`config.mk`:
```
export PLATFORM = sky130hd
export DESIGN_NAME = cox_exec
export DESIGN_NICKNAME = d
export VERILOG_FILES = /design/src/cox_alu.v /design/src/cox_exec.v
export VERILOG_INCLUDE_DIRS = /design/src
export SDC_FILE = /design/constraint.sdc
export NUM_CORES = 1
export LEC_CHECK = 0
export BUFFER_PORTS_ARGS = -buffer_cell sky130_fd_sc_hd__buf_2
export CORE_ASPECT_RATIO = 0.9
export CORE_MARGIN = 3
export CORE_UTILIZATION = 60
export CTS_CLUSTER_DIAMETER = 40
export DETAILED_ROUTE_END_ITERATION = 8
export HOLD_SLACK_MARGIN = 0.08
export PLACE_DENSITY = 0.76
export SLEW_MARGIN = 10
export SYNTH_ARGS = -nofsm -noshare
export SYNTH_HDL_FRONTEND = slang
export SYNTH_SLANG_ARGS = --single-unit
```
`constraint.sdc`:
```
create_clock -name clk_i -period 5.9 [get_ports clk_i]
set_input_delay 0.885 -clock clk_i [delete_from_list [all_inputs] [get_ports clk_i]]
set_output_delay 0.885 -clock clk_i [all_outputs]
set_load 0.05 [all_outputs]
```
`src/cox_exec_map.vh`:
```
`ifndef COX_EXEC_MAP_VH
`define COX_EXEC_MAP_VH

// ****************************************************************
// Register byte offsets
// ****************************************************************
`define COX_OFS_CMD 8'h00
`define COX_OFS_ACC 8'h04
`define COX_OFS_STATUS 8'h08
`define COX_OFS_FILE_IDX 8'h0c
`define COX_OFS_FILE_DATA 8'h10
`define COX_OFS_DIR 8'h14
`define COX_OFS_WDOG 8'h18

// ****************************************************************
// Command word fields
// ****************************************************************
`define COX_CMD_OP_LSB 0
`define COX_CMD_OP_MSB 3
`define COX_CMD_FADDR_LSB 4
`define COX_CMD_FADDR_MSB 8
`define COX_CMD_DEST_BIT 9
`define COX_CMD_LIT_LSB 16
`define COX_CMD_LIT_MSB 23

// ****************************************************************
// Operation codes
// ****************************************************************
`define COX_OP_NOP 4'h0
`define COX_OP_HALT 4'h1
`define COX_OP_ROTL 4'h2
`define COX_OP_ROTR 4'h3
`define COX_OP_SUB 4'h4
`define COX_OP_SWAP 4'h5
`define COX_OP_DIRLOAD 4'h6
`define COX_OP_XORLIT 4'h7
`define COX_OP_XORFILE 4'h8

// ****************************************************************
// Status register fields
// ****************************************************************
`define COX_ST_CARRY 0
`define COX_ST_DCARRY 1
`define COX_ST_ZERO 2
`define COX_ST_PDOWN 3
`define COX_ST_TOUT 4
`define COX_ST_PCWAKE 5
`define COX_ST_HALTED 6

// ****************************************************************
// Destinations, ports and reset values
// ****************************************************************
`define COX_DEST_ACC 1'b0
`define COX_DEST_FILE 1'b1
`define COX_DIR_PORT_A 5'h06
`define COX_DIR_PORT_B 5'h07
`define COX_DIR_RESET 8'hff
`define COX_WDOG_CLEAR 8'h00
`define COX_PRESC_CLEAR 8'h00
`define COX_ACC_RESET 8'h00
`define COX_FILE_DEPTH 32

`endif

```
`src/cox_alu.v`:
```
`timescale 1ns/1ps
`include "cox_exec_map.vh"

module cox_alu
(
  // Operation select
  input wire [3:0] op_i,
  // Operands
  input wire [7:0] file_i,
  input wire [7:0] acc_i,
  input wire [7:0] lit_i,
  input wire carry_i,
  input wire dcarry_i,
  input wire zero_i,
  // Result and flags
  output reg [7:0] res_o,
  output reg carry_o,
  output reg dcarry_o,
  output reg zero_o
);

  function is_zero;
    input [7:0] v;
    begin
      is_zero = (v == 8'h00);
    end
  endfunction

  reg [8:0] diff;
  reg [4:0] ndiff;

  always @*
  begin
    diff = {1'b0, file_i} + {1'b0, ~acc_i} + 9'h001;
    ndiff = {1'b0, file_i[3:0]} + {1'b0, ~acc_i[3:0]} + 5'h01;
    res_o = file_i;
    carry_o = carry_i;
    dcarry_o = dcarry_i;
    zero_o = zero_i;
    case (op_i)
      `COX_OP_ROTL:
      begin
        res_o = {file_i[6:0], carry_i};
        carry_o = file_i[7];
      end
      `COX_OP_ROTR:
      begin
        res_o = {carry_i, file_i[7:1]};
        carry_o = file_i[0];
      end
      `COX_OP_SUB:
      begin
        res_o = diff[7:0];
        carry_o = diff[8];
        dcarry_o = ndiff[4];
        zero_o = is_zero(diff[7:0]);
      end
      `COX_OP_SWAP:
      begin
        res_o = {file_i[3:0], file_i[7:4]};
      end
      `COX_OP_XORLIT:
      begin
        res_o = acc_i ^ lit_i;
        zero_o = is_zero(acc_i ^ lit_i);
      end
      `COX_OP_XORFILE:
      begin
        res_o = acc_i ^ file_i;
        zero_o = is_zero(acc_i ^ file_i);
      end
      default:
      begin
        res_o = file_i;
      end
    endcase
  end

endmodule // cox_alu

```
`src/cox_exec.v`:
```
// Design decisions made here: the register offsets and the Wishbone interface to the registers.
`timescale 1ns/1ps
`include "cox_exec_map.vh"

// Overview of operation
// - Halt clears the watchdog counter and its prescaler to zero.
// - Halt sets the timeout flag to one.
// - Halt clears the powerdown flag and leaves the pin change wake flag alone.
// - Halt stops the oscillator and no command executes until a wake event.
// - Rotate left moves carry into bit 0 and bit 7 into carry, touching only carry.
// - Rotate right moves carry into bit 7 and bit 0 into carry, touching only carry.
// - Destination 0 writes the result to the accumulator, 1 back to the file register.
// - Subtract computes file minus accumulator in two's complement and updates C, DC and Z.
// - Nibble exchange swaps the two halves of the source without touching any flag.
// - Pin direction load copies the accumulator into direction register 6 or 7, flags untouched.
// - Xor literal combines the accumulator bitwise with an 8-bit literal.
// - Xor file combines the accumulator with a file register, writes the destination and updates Z.
module cox_exec
(
  // Clock and reset
  input wire clk_i,
  input wire rst_i,
  // Wishbone slave
  input wire wb_cyc_i,
  input wire wb_stb_i,
  input wire wb_we_i,
  input wire [7:0] wb_adr_i,
  input wire [3:0] wb_sel_i,
  input wire [31:0] wb_dat_i,
  output reg [31:0] wb_dat_o,
  output reg wb_ack_o,
  // Wake pin
  input wire pin_wake_i,
  // Core outputs
  output reg [7:0] dir_port_a_o,
  output reg [7:0] dir_port_b_o,
  output reg osc_run_o,
  output reg halted_o
);

  // ****************************************************************
  // State
  // ****************************************************************
  localparam [1:0] ST_RUN = 2'b01;
  localparam [1:0] ST_HALT = 2'b10;

  reg [1:0] state_q;
  reg [1:0] state_d;
  reg [7:0] acc_q;
  reg [7:0] file_q [0:`COX_FILE_DEPTH-1];
  reg [4:0] file_idx_q;
  reg [31:0] cmd_q;
  reg carry_q;
  reg dcarry_q;
  reg zero_q;
  reg timeout_flag_q;
  reg powerdown_flag_q;
  reg pin_change_wake_flag_q;
  reg [7:0] watchdog_counter_q;
  reg [7:0] presc_q;
  reg wake_s1_q;
  reg wake_s2_q;
  reg wake_s3_q;
  reg wake_stable_q;
  integer i;

  // ****************************************************************
  // Bus decode
  // ****************************************************************
  wire req = wb_cyc_i & wb_stb_i;
  // Writes land on the edge where the master sees ack
  wire wr_fire = req & wb_we_i & wb_ack_o;
  wire lane0 = wb_sel_i[0];
  wire lane1 = wb_sel_i[1];
  wire lane2 = wb_sel_i[2];
  wire wr_cmd = wr_fire & (wb_adr_i == `COX_OFS_CMD);
  wire wr_acc = wr_fire & lane0 & (wb_adr_i == `COX_OFS_ACC);
  wire wr_status = wr_fire & lane0 & (wb_adr_i == `COX_OFS_STATUS);
  wire wr_fidx = wr_fire & lane0 & (wb_adr_i == `COX_OFS_FILE_IDX);
  wire wr_fdata = wr_fire & lane0 & (wb_adr_i == `COX_OFS_FILE_DATA);

  // ****************************************************************
  // Command fields
  // ****************************************************************
  // Partial lane writes keep the old bytes of the command word
  wire [31:0] cmd_word = {cmd_q[31:24],
                          lane2 ? wb_dat_i[23:16] : cmd_q[23:16],
                          lane1 ? wb_dat_i[15:8] : cmd_q[15:8],
                          lane0 ? wb_dat_i[7:0] : cmd_q[7:0]};
  wire [3:0] op = cmd_word[`COX_CMD_OP_MSB:`COX_CMD_OP_LSB];
  wire [4:0] faddr = cmd_word[`COX_CMD_FADDR_MSB:`COX_CMD_FADDR_LSB];
  wire dest = cmd_word[`COX_CMD_DEST_BIT];
  wire [7:0] lit = cmd_word[`COX_CMD_LIT_MSB:`COX_CMD_LIT_LSB];
  wire running = (state_q == ST_RUN);
  // Commands written while halted are dropped, not queued
  wire exec = wr_cmd & running;

  // ****************************************************************
  // Arithmetic
  // ****************************************************************
  wire [7:0] alu_res;
  wire alu_carry;
  wire alu_dcarry;
  wire alu_zero;

  cox_alu u_alu
  (
    .op_i(op),
    .file_i(file_q[faddr]),
    .acc_i(acc_q),
    .lit_i(lit),
    .carry_i(carry_q),
    .dcarry_i(dcarry_q),
    .zero_i(zero_q),
    .res_o(alu_res),
    .carry_o(alu_carry),
    .dcarry_o(alu_dcarry),
    .zero_o(alu_zero)
  );

  wire op_is_file = (op == `COX_OP_ROTL) | (op == `COX_OP_ROTR) | (op == `COX_OP_SUB) |
                    (op == `COX_OP_SWAP) | (op == `COX_OP_XORFILE);
  wire res_to_file = exec & op_is_file & (dest == `COX_DEST_FILE);
  wire res_to_acc = exec & ((op_is_file & (dest == `COX_DEST_ACC)) | (op == `COX_OP_XORLIT));
  wire do_halt = exec & (op == `COX_OP_HALT);
  wire flag_op = exec & op_is_file | exec & (op == `COX_OP_XORLIT);

  // ****************************************************************
  // Wake pin synchroniser
  // ****************************************************************
  wire wake_agree = (wake_s2_q == wake_s3_q);
  wire wake_change = wake_agree & (wake_s3_q != wake_stable_q);
  wire wake_evt = wake_change & ~running;

  always @(posedge clk_i)
  begin
    if (rst_i)
    begin
      wake_s1_q <= 1'b0;
      wake_s2_q <= 1'b0;
      wake_s3_q <= 1'b0;
      wake_stable_q <= 1'b0;
    end
    else
    begin
      wake_s1_q <= pin_wake_i;
      wake_s2_q <= wake_s1_q;
      wake_s3_q <= wake_s2_q;
      if (wake_agree)
      begin
        wake_stable_q <= wake_s3_q;
      end
    end
  end

  // ****************************************************************
  // Run and halt
  // ****************************************************************
  always @*
  begin
    state_d = state_q;
    case (state_q)
      ST_RUN:
        if (do_halt)
          state_d = ST_HALT;
      ST_HALT:
        if (wake_evt)
          state_d = ST_RUN;
      default:
        state_d = ST_RUN;
    endcase
  end

  always @(posedge clk_i)
  begin
    if (rst_i)
    begin
      state_q <= ST_RUN;
      osc_run_o <= 1'b1;
      halted_o <= 1'b0;
    end
    else
    begin
      state_q <= state_d;
      osc_run_o <= (state_d == ST_RUN);
      halted_o <= (state_d == ST_HALT);
    end
  end

  // ****************************************************************
  // Watchdog
  // ****************************************************************
  // Counts only while the oscillator runs; a wrap is a timeout
  always @(posedge clk_i)
  begin
    if (rst_i)
    begin
      watchdog_counter_q <= `COX_WDOG_CLEAR;
      presc_q <= `COX_PRESC_CLEAR;
    end
    else if (do_halt)
    begin
      watchdog_counter_q <= `COX_WDOG_CLEAR;
      presc_q <= `COX_PRESC_CLEAR;
    end
    else if (running)
    begin
      presc_q <= presc_q + 8'h01;
      if (presc_q == 8'hff)
      begin
        watchdog_counter_q <= watchdog_counter_q + 8'h01;
      end
    end
  end

  wire wdog_wrap = running & (presc_q == 8'hff) & (watchdog_counter_q == 8'hff);

  // ****************************************************************
  // Flags
  // ****************************************************************
  always @(posedge clk_i)
  begin
    if (rst_i)
    begin
      carry_q <= 1'b0;
      dcarry_q <= 1'b0;
      zero_q <= 1'b0;
      timeout_flag_q <= 1'b1;
      powerdown_flag_q <= 1'b1;
      pin_change_wake_flag_q <= 1'b0;
    end
    else
    begin
      if (flag_op)
      begin
        carry_q <= alu_carry;
        dcarry_q <= alu_dcarry;
        zero_q <= alu_zero;
      end
      else if (wr_status)
      begin
        carry_q <= wb_dat_i[`COX_ST_CARRY];
        dcarry_q <= wb_dat_i[`COX_ST_DCARRY];
        zero_q <= wb_dat_i[`COX_ST_ZERO];
      end
      if (do_halt)
      begin
        timeout_flag_q <= 1'b1;
        powerdown_flag_q <= 1'b0;
      end
      else if (wdog_wrap)
        timeout_flag_q <= 1'b0;
      // Set wins over a write-one-to-clear in the same cycle
      if (wake_evt)
        pin_change_wake_flag_q <= 1'b1;
      else if (wr_status & wb_dat_i[`COX_ST_PCWAKE])
        pin_change_wake_flag_q <= 1'b0;
    end
  end

  // ****************************************************************
  // Accumulator, file registers, directions
  // ****************************************************************
  always @(posedge clk_i)
  begin
    if (rst_i)
    begin
      acc_q <= `COX_ACC_RESET;
      file_idx_q <= 5'h00;
      cmd_q <= 32'h0000_0000;
      dir_port_a_o <= `COX_DIR_RESET;
      dir_port_b_o <= `COX_DIR_RESET;
      for (i = 0; i < `COX_FILE_DEPTH; i = i + 1)
        file_q[i] <= 8'h00;
    end
    else
    begin
      if (wr_cmd)
        cmd_q <= cmd_word;
      if (res_to_acc)
        acc_q <= alu_res;
      else if (wr_acc)
        acc_q <= wb_dat_i[7:0];
      if (res_to_file)
        file_q[faddr] <= alu_res;
      else if (wr_fdata)
        file_q[file_idx_q] <= wb_dat_i[7:0];
      if (wr_fidx)
        file_idx_q <= wb_dat_i[4:0];
      if (exec & (op == `COX_OP_DIRLOAD) & (faddr == `COX_DIR_PORT_A))
        dir_port_a_o <= acc_q;
      if (exec & (op == `COX_OP_DIRLOAD) & (faddr == `COX_DIR_PORT_B))
        dir_port_b_o <= acc_q;
    end
  end

  // ****************************************************************
  // Read mux and acknowledge
  // ****************************************************************
  reg [31:0] rd_d;

  always @*
  begin
    rd_d = 32'h0000_0000;
    case (wb_adr_i)
      `COX_OFS_CMD: rd_d = cmd_q;
      `COX_OFS_ACC: rd_d = {24'h000000, acc_q};
      `COX_OFS_STATUS: rd_d = {25'h0000000, ~running, pin_change_wake_flag_q, timeout_flag_q,
                               powerdown_flag_q, zero_q, dcarry_q, carry_q};
      `COX_OFS_FILE_IDX: rd_d = {27'h0000000, file_idx_q};
      `COX_OFS_FILE_DATA: rd_d = {24'h000000, file_q[file_idx_q]};
      `COX_OFS_DIR: rd_d = {16'h0000, dir_port_b_o, dir_port_a_o};
      `COX_OFS_WDOG: rd_d = {16'h0000, presc_q, watchdog_counter_q};
      default: rd_d = 32'h0000_0000;
    endcase
  end

  // Unmapped addresses still ack, reading zero and ignoring writes
  always @(posedge clk_i)
  begin
    if (rst_i)
    begin
      wb_ack_o <= 1'b0;
      wb_dat_o <= 32'h0000_0000;
    end
    else
    begin
      wb_ack_o <= req & ~wb_ack_o;
      wb_dat_o <= (req & ~wb_ack_o) ? rd_d : 32'h0000_0000;
    end
  end

endmodule // cox_exec

```
# --- After elaboration in Yosys (flattened, before gate mapping) ---
# Memory sizes are Yosys's and may differ from the RTL's. A register that Yosys moved wholly into a read port is not among the register bits.
# Cells that the tools add are included.
totals:
  regBits: 116
  latch_bits: 0
  ramBits: 256
  rom_bits: 0
  n_memories: 1
classes:
  addsub: 6
  n_mul: 0
  div_mod_pow: 0
  n_lt_le_gt_ge: 0
  eq_ne: 27
  shift: 0
  mux: 38
  n_bitwise: 39
  reduce_logical: 16
memory_table:
  columns: ["memory", "depth", "word_bits", "rd", "rd_ports_with_merged_regs", "write_ports", "line", "rtl"]
  rows:
  - ["file_q", 32, 8, 2, 1, 32, "cox_exec.v:50", "reg [7:0] file_q [0:`COX_FILE_DEPTH-1];"]
ops:
  columns: ["cell", "n"]
  rows:
  - ["$pmux W24 S7", 1]
  - ["$mux W8", 6]
  - ["$pmux W8 S6", 1]
  - ["$logic_not A8 Y1", 4]
  - ["$and A1 B1 Y1", 25]
  - ["$eq A8 B5 Y1 const B", 3]
  - ["$mux W1", 20]
  - ["$mux W5", 4]
  - ["$add A8 B1 Y8 const B", 2]
  - ["$eq A4 B3 Y1 const B", 4]
  - ["$eq A8 B4 Y1 const B", 2]
  - ["$eq A8 B8 Y1 const B", 2]
  - ["$reduce_or A8 Y1", 2]
  - ["$xor A8 B8 Y8", 2]
  - ["$eq A5 B3 Y1 const B", 2]
  - ["$reduce_and A2 Y1", 5]
  - ["$add A8 B8 Y9", 1]
  - ["$add A9 B1 Y9 const B", 1]
  - ["$eq A4 B2 Y1 const B", 2]
  - ["$eq A8 B3 Y1 const B", 1]
  - ["$ne A4 B1 Y1 const B", 2]
  - ["$not A8 Y8", 1]
  - ["$mux W2", 3]
  - ["$or A1 B1 Y1", 6]
  - ["other kinds (15)", 24]

# --- Depth between registers and ports, before layout ---
depth:
  word_depth: 14
  depth_mapped: 21
  ltp_nobuf: 16

# --- By module ---
# Synthesis repeated with hierarchy kept, for this count alone.
hier_totals:
  hier_cells: 2008
  hier_area_um2: 20261.9
by_module_without_submodules:
  columns: ["module", "n_inst", "cells_per_inst", "area_per_inst_um2", "seq_area_each_um2"]
  rows:
  - ["cox_exec", 1, 1850, 19205.9, 9949.5]
  - ["cox_alu", 1, 158, 1056.0, 0.0]

# --- Worst setup path before layout ---
# Ideal clock, no wire load.
synth_timing:
  path_kind: "in2reg"
  start: "input wb_sel_i[0]"
  end: "memory file_q[2][7], data pin"
  setup_ns: 0.277
  arrival_time_ns: 4.591
  required_time_ns: 5.623
  slack_ns: 1.033
  stages: 19
  path_buffers: 3
  path_cell_list: "or3b_1 > buf_2 > and2_0 > clkbuf_1 > o221a_1 > a22o_1 > o2111ai_2 > and2_1 > inv_1 > ha_1 > nor2b_1 > o21ai_0 > a21boi_0 > o31a_1 > o22ai_1 > xnor2_1 > a21oi_1 > clkbuf_1 > a211oi_1"
synth_lines:
  columns: ["element", "line", "rtl"]
  rows:
  - ["start, declared", "cox_exec.v:28", "input wire [3:0] wb_sel_i,"]
  - ["end, declared", "cox_exec.v:50", null]

==> results.sh <==
export IMPL_synth_edf_count=256
export IMPL_regToRegSetupSlack_ns=0.37
export IMPL_io_buffers=83
export IMPL_synthXorXnorAreaFrac_pct=1.07
export IMPL_grt_overflow=0
export IMPL_setup_worst_path_end_class="flop"
export IMPL_failed_checks="design-rule violations"
export IMPL_cts_buffer_depth=3
export IMPL_seqPwrFrac_pct=44.6
export IMPL_detail_route_wl_per_cell_um=31.2
export IMPL_arrival_ns=5.80
export IMPL_clk_latency_ns=0.58
export IMPL_cts_setup_buffers=0
export IMPL_total_leakage_power_nw=8.22
export IMPL_cts_root_buf="clkbuf_16"
export IMPL_switching_power_mw=1.79
export IMPL_synthFlopType="edfxtp_1"
export IMPL_cts_tree="yes"
export IMPL_die_area_um2=37900
export IMPL_htreeDepth=2
export IMPL_ctsHoldBuffers=0
export IMPL_power_internal_mw=4.67
export IMPL_die_h_um=185
export IMPL_final_period_utilization_pct=94.1
export IMPL_nNetsFinal=2099
export IMPL_post_synth_top_area_fraction_pct=36.0
export IMPL_finClkSkew_ns=0.0283
export IMPL_dr_pass1_iters=9
export IMPL_synth_distinct_cells=91
export IMPL_rsz0062_at_grt="false"
export IMPL_grtUsageTotal_pct=41.0
export IMPL_cts_resized=0
export IMPL_layout_setup_ws_ns=0.351
export IMPL_grt_start_max_net_pins=77
export IMPL_yosys_top_cells_area="edfxtp_1, dfxtp_1, mux4_2"
export IMPL_clkPwrFrac_pct=43.2
export IMPL_hold_viol_final=0
export IMPL_grt_pass1_vias=18000
export IMPL_grt_antenna_before_repair=2
export IMPL_drive_gt1_share_pct=19.9
export IMPL_holdCritPathClass="flop to flop"
export IMPL_synthSimpleGateAreaFrac_pct=12.9
export IMPL_total_power_mw=6.46
export IMPL_reg2reg_from="cmd_q[4]$_SDFFE_PP0N_"
export IMPL_core_um2=34500
export IMPL_power_frac_comb_pct=12.2
export IMPL_synth_top_family_by_area="compound AO/OA/AOI/OAI gates"
export IMPL_min_period_ns=5.55
export IMPL_yosysTopAreaCell="edfxtp_1"
export IMPL_holdPathStages=2
export IMPL_ys_ff_latch=369
export IMPL_worstSetupPathType="input pin to flop"
export IMPL_synth_compound_area_share_pct=20.9
export IMPL_hold_path_end="cmd_q[13]$_SDFFE_PP0P_"
export IMPL_synth_warnings=0
export IMPL_io_pins=101
export IMPL_holdCritStartpoint="cmd_q[13]$_SDFFE_PP0P_"
export IMPL_wl_um=79000
export IMPL_synth_common_cells="edfxtp_1, a211oi_1, nand2_1, a21oi_1, dfxtp_1"
export IMPL_vias_per_cell=7.62
export IMPL_synth_avg_cell_area_um2=10.7
export IMPL_synth_mux_area_share_pct=13.1
export IMPL_p_sw_share_pct=27.7
export IMPL_grt_pass1_wl_um=115000
export IMPL_fin_tns_setup_ns=0
export IMPL_rows=64
export IMPL_worstPathMaxFanout=33
export IMPL_cp_start_kind="input pin"
export IMPL_synth_most_common_cell="edfxtp_1"
export IMPL_seq_area_frac_synth_pct=46.6
export IMPL_tightest_slew_ns=1.27
export IMPL_reg2reg_depth=16
export IMPL_dpl_hpwl_um=53900
export IMPL_setup_viol=0
export IMPL_synth_fa_ha_area_share_pct=0.855
export IMPL_drcViolationCount=3
export IMPL_powerDensity_nw_per_um2=271
export IMPL_cap_violations=0
export IMPL_irDropWorstVdd_mv=0.257
export IMPL_cts_buffers=46
export IMPL_dieWidth_um=205
export IMPL_drt_initial_drc_count=3543
export IMPL_cp_required_ns=6.15
export IMPL_slew_violations=0
export IMPL_path_clk_slew_ns=0.06
export IMPL_max_freq_mhz=180
export IMPL_cts_sinks=369
export IMPL_synth_area_um2=21400
export IMPL_ant_nets=0
export IMPL_design_area_um2=23800
export IMPL_place_congestion=1.06
export IMPL_preCtsSetupSlack_ns=0.102
export IMPL_r2r_end="file_q[22][6]$_SDFFCE_PN0P_"
export IMPL_relSlewSlack_pct=15.0
export IMPL_status="complete, but fails checks"
export IMPL_synth_cells=1999
export IMPL_async_reset_ff_share_pct=0
export IMPL_initial_core_util_pct=61.9
export IMPL_vias=19300
export IMPL_dpl_cell_area_um2=22300
export IMPL_diodes=0
export IMPL_area_growth_pct=11.5
-- sequential cells by signal (all words and copies together), names as in the netlist, 2 cells and up, named ones only --
| name | count |
|---|---|
| file_q | 256 |
| cmd_q | 24 |
| wb_dat_o | 24 |
| acc_q | 8 |
| dir_port_a_o | 8 |
| dir_port_b_o | 8 |
| presc_q | 8 |
| watchdog_counter_q | 8 |
| file_idx_q | 5 |
| state_q | 2 |
-- placed cells by master, fill, tap and decap left out, drive strengths merged, types with 15 or more instances in the layout --
master  instances
edfxtp        256
a211oi        237
nand2         222
buf           171
a21oi         127
dfxtp         113
nor2           96
mux4           91
o21ai          83
nor3           63
nand3          57
clkbuf         56
nor2b          49
mux2i          45
inv            41
mux2           25
o22ai          23
a22oi          22
o211ai         21
xnor2          16
and3           15
-- per-layer routing --
metal | routed length [um] | vias to the layer above | track usage, % | share of wire (%)
li1 | - | 7925 | - | -
met1 | 28200 | 9168 | 56.3 | 36
met2 | 32100 | 1857 | 57.0 | 41
met3 | 14300 | 347 | 17.9 | 18
met4 | 4370 | 2 | 17.2 | 5.5
met5 | 19 | - | 0 | 0.024
-- critical path, cell delays in order --
cell      delay, ns
buf_2          0.27
buf_4          0.32
nand2_1        0.35
o21ai_0        0.28
buf_4          0.27
o21ai_0        0.30
nand4_1        0.31
nand2_1        0.15
ha_1           0.22
fa_1           0.41
nor2b_1        0.12
o21ai_0        0.12
a21boi_0       0.22
o21a_1         0.18
o31a_1         0.13
a31o_2         0.12
o2111a_2       0.87
a211oi_1       0.21
-- per-stage QoR --
stage	hold WS (ns)	std cells	utilization [%]
2_1_floorplan	0.414	2006	-
3_3_place_gp	0.431	2449	64.6
3_5_place_dp	0.446	2449	64.6
4_1_cts	0.455	2533	69.0
5_1_grt	0.475	2533	69.0
6_report	0.455	2533	69.0
-- area by class of cell --
class | count | area (um2)
fill | 2543 | 10700
multi-input combinational | 1421 | 10500
sequential | 369 | 9960
clock buffer | 56 | 1250
timing repair buffer | 171 | 1150
tap | 462 | 578
clock inverter | 28 | 258
inverter | 26 | 97.6
-- power groups by stage --
stage	Sequential (mW)	Clock (mW)	Combinational, mW
after CTS	2.87	2.79	0.746
final	2.88	2.79	0.790
after detailed placement	2.93	0	0.743
after floorplan	2.91	0	0.478
after global placement	2.92	0	0.731
after global routing	2.88	2.90	0.806
-- kinds of logic (layout without fill, tap and decap cells) --
group           count (synthesis)  after routing
simple gates                  576            576
xor+xnor                       26             26
flops                         369            369
other cells                     1              8
fa+ha+maj                      14             14
compound gates                636            636
buf+inv                       216            281
mux                           161            161
-- how the worst max path moves through the flow --
stage	from	end	slack (ns)	cells past startpoint
finish	wb_sel_i[0]	file_q[22][6]$_SDFFCE_PN0P_	0.35	18
detailed placement	wb_sel_i[0]	file_q[22][6]$_SDFFCE_PN0P_	0.10	16
global route	cmd_q[4]$_SDFFE_PP0N_	file_q[22][6]$_SDFFCE_PN0P_	0.24	16
CTS	cmd_q[4]$_SDFFE_PP0N_	file_q[22][6]$_SDFFCE_PN0P_	0.62	16
floorplan	wb_sel_i[0]	file_q[2][7]$_SDFFCE_PN0P_	1.03	19
global placement	wb_sel_i[0]	file_q[17][6]$_SDFFCE_PN0P_	0.19	17
Power figures use the tool's default switching activity.
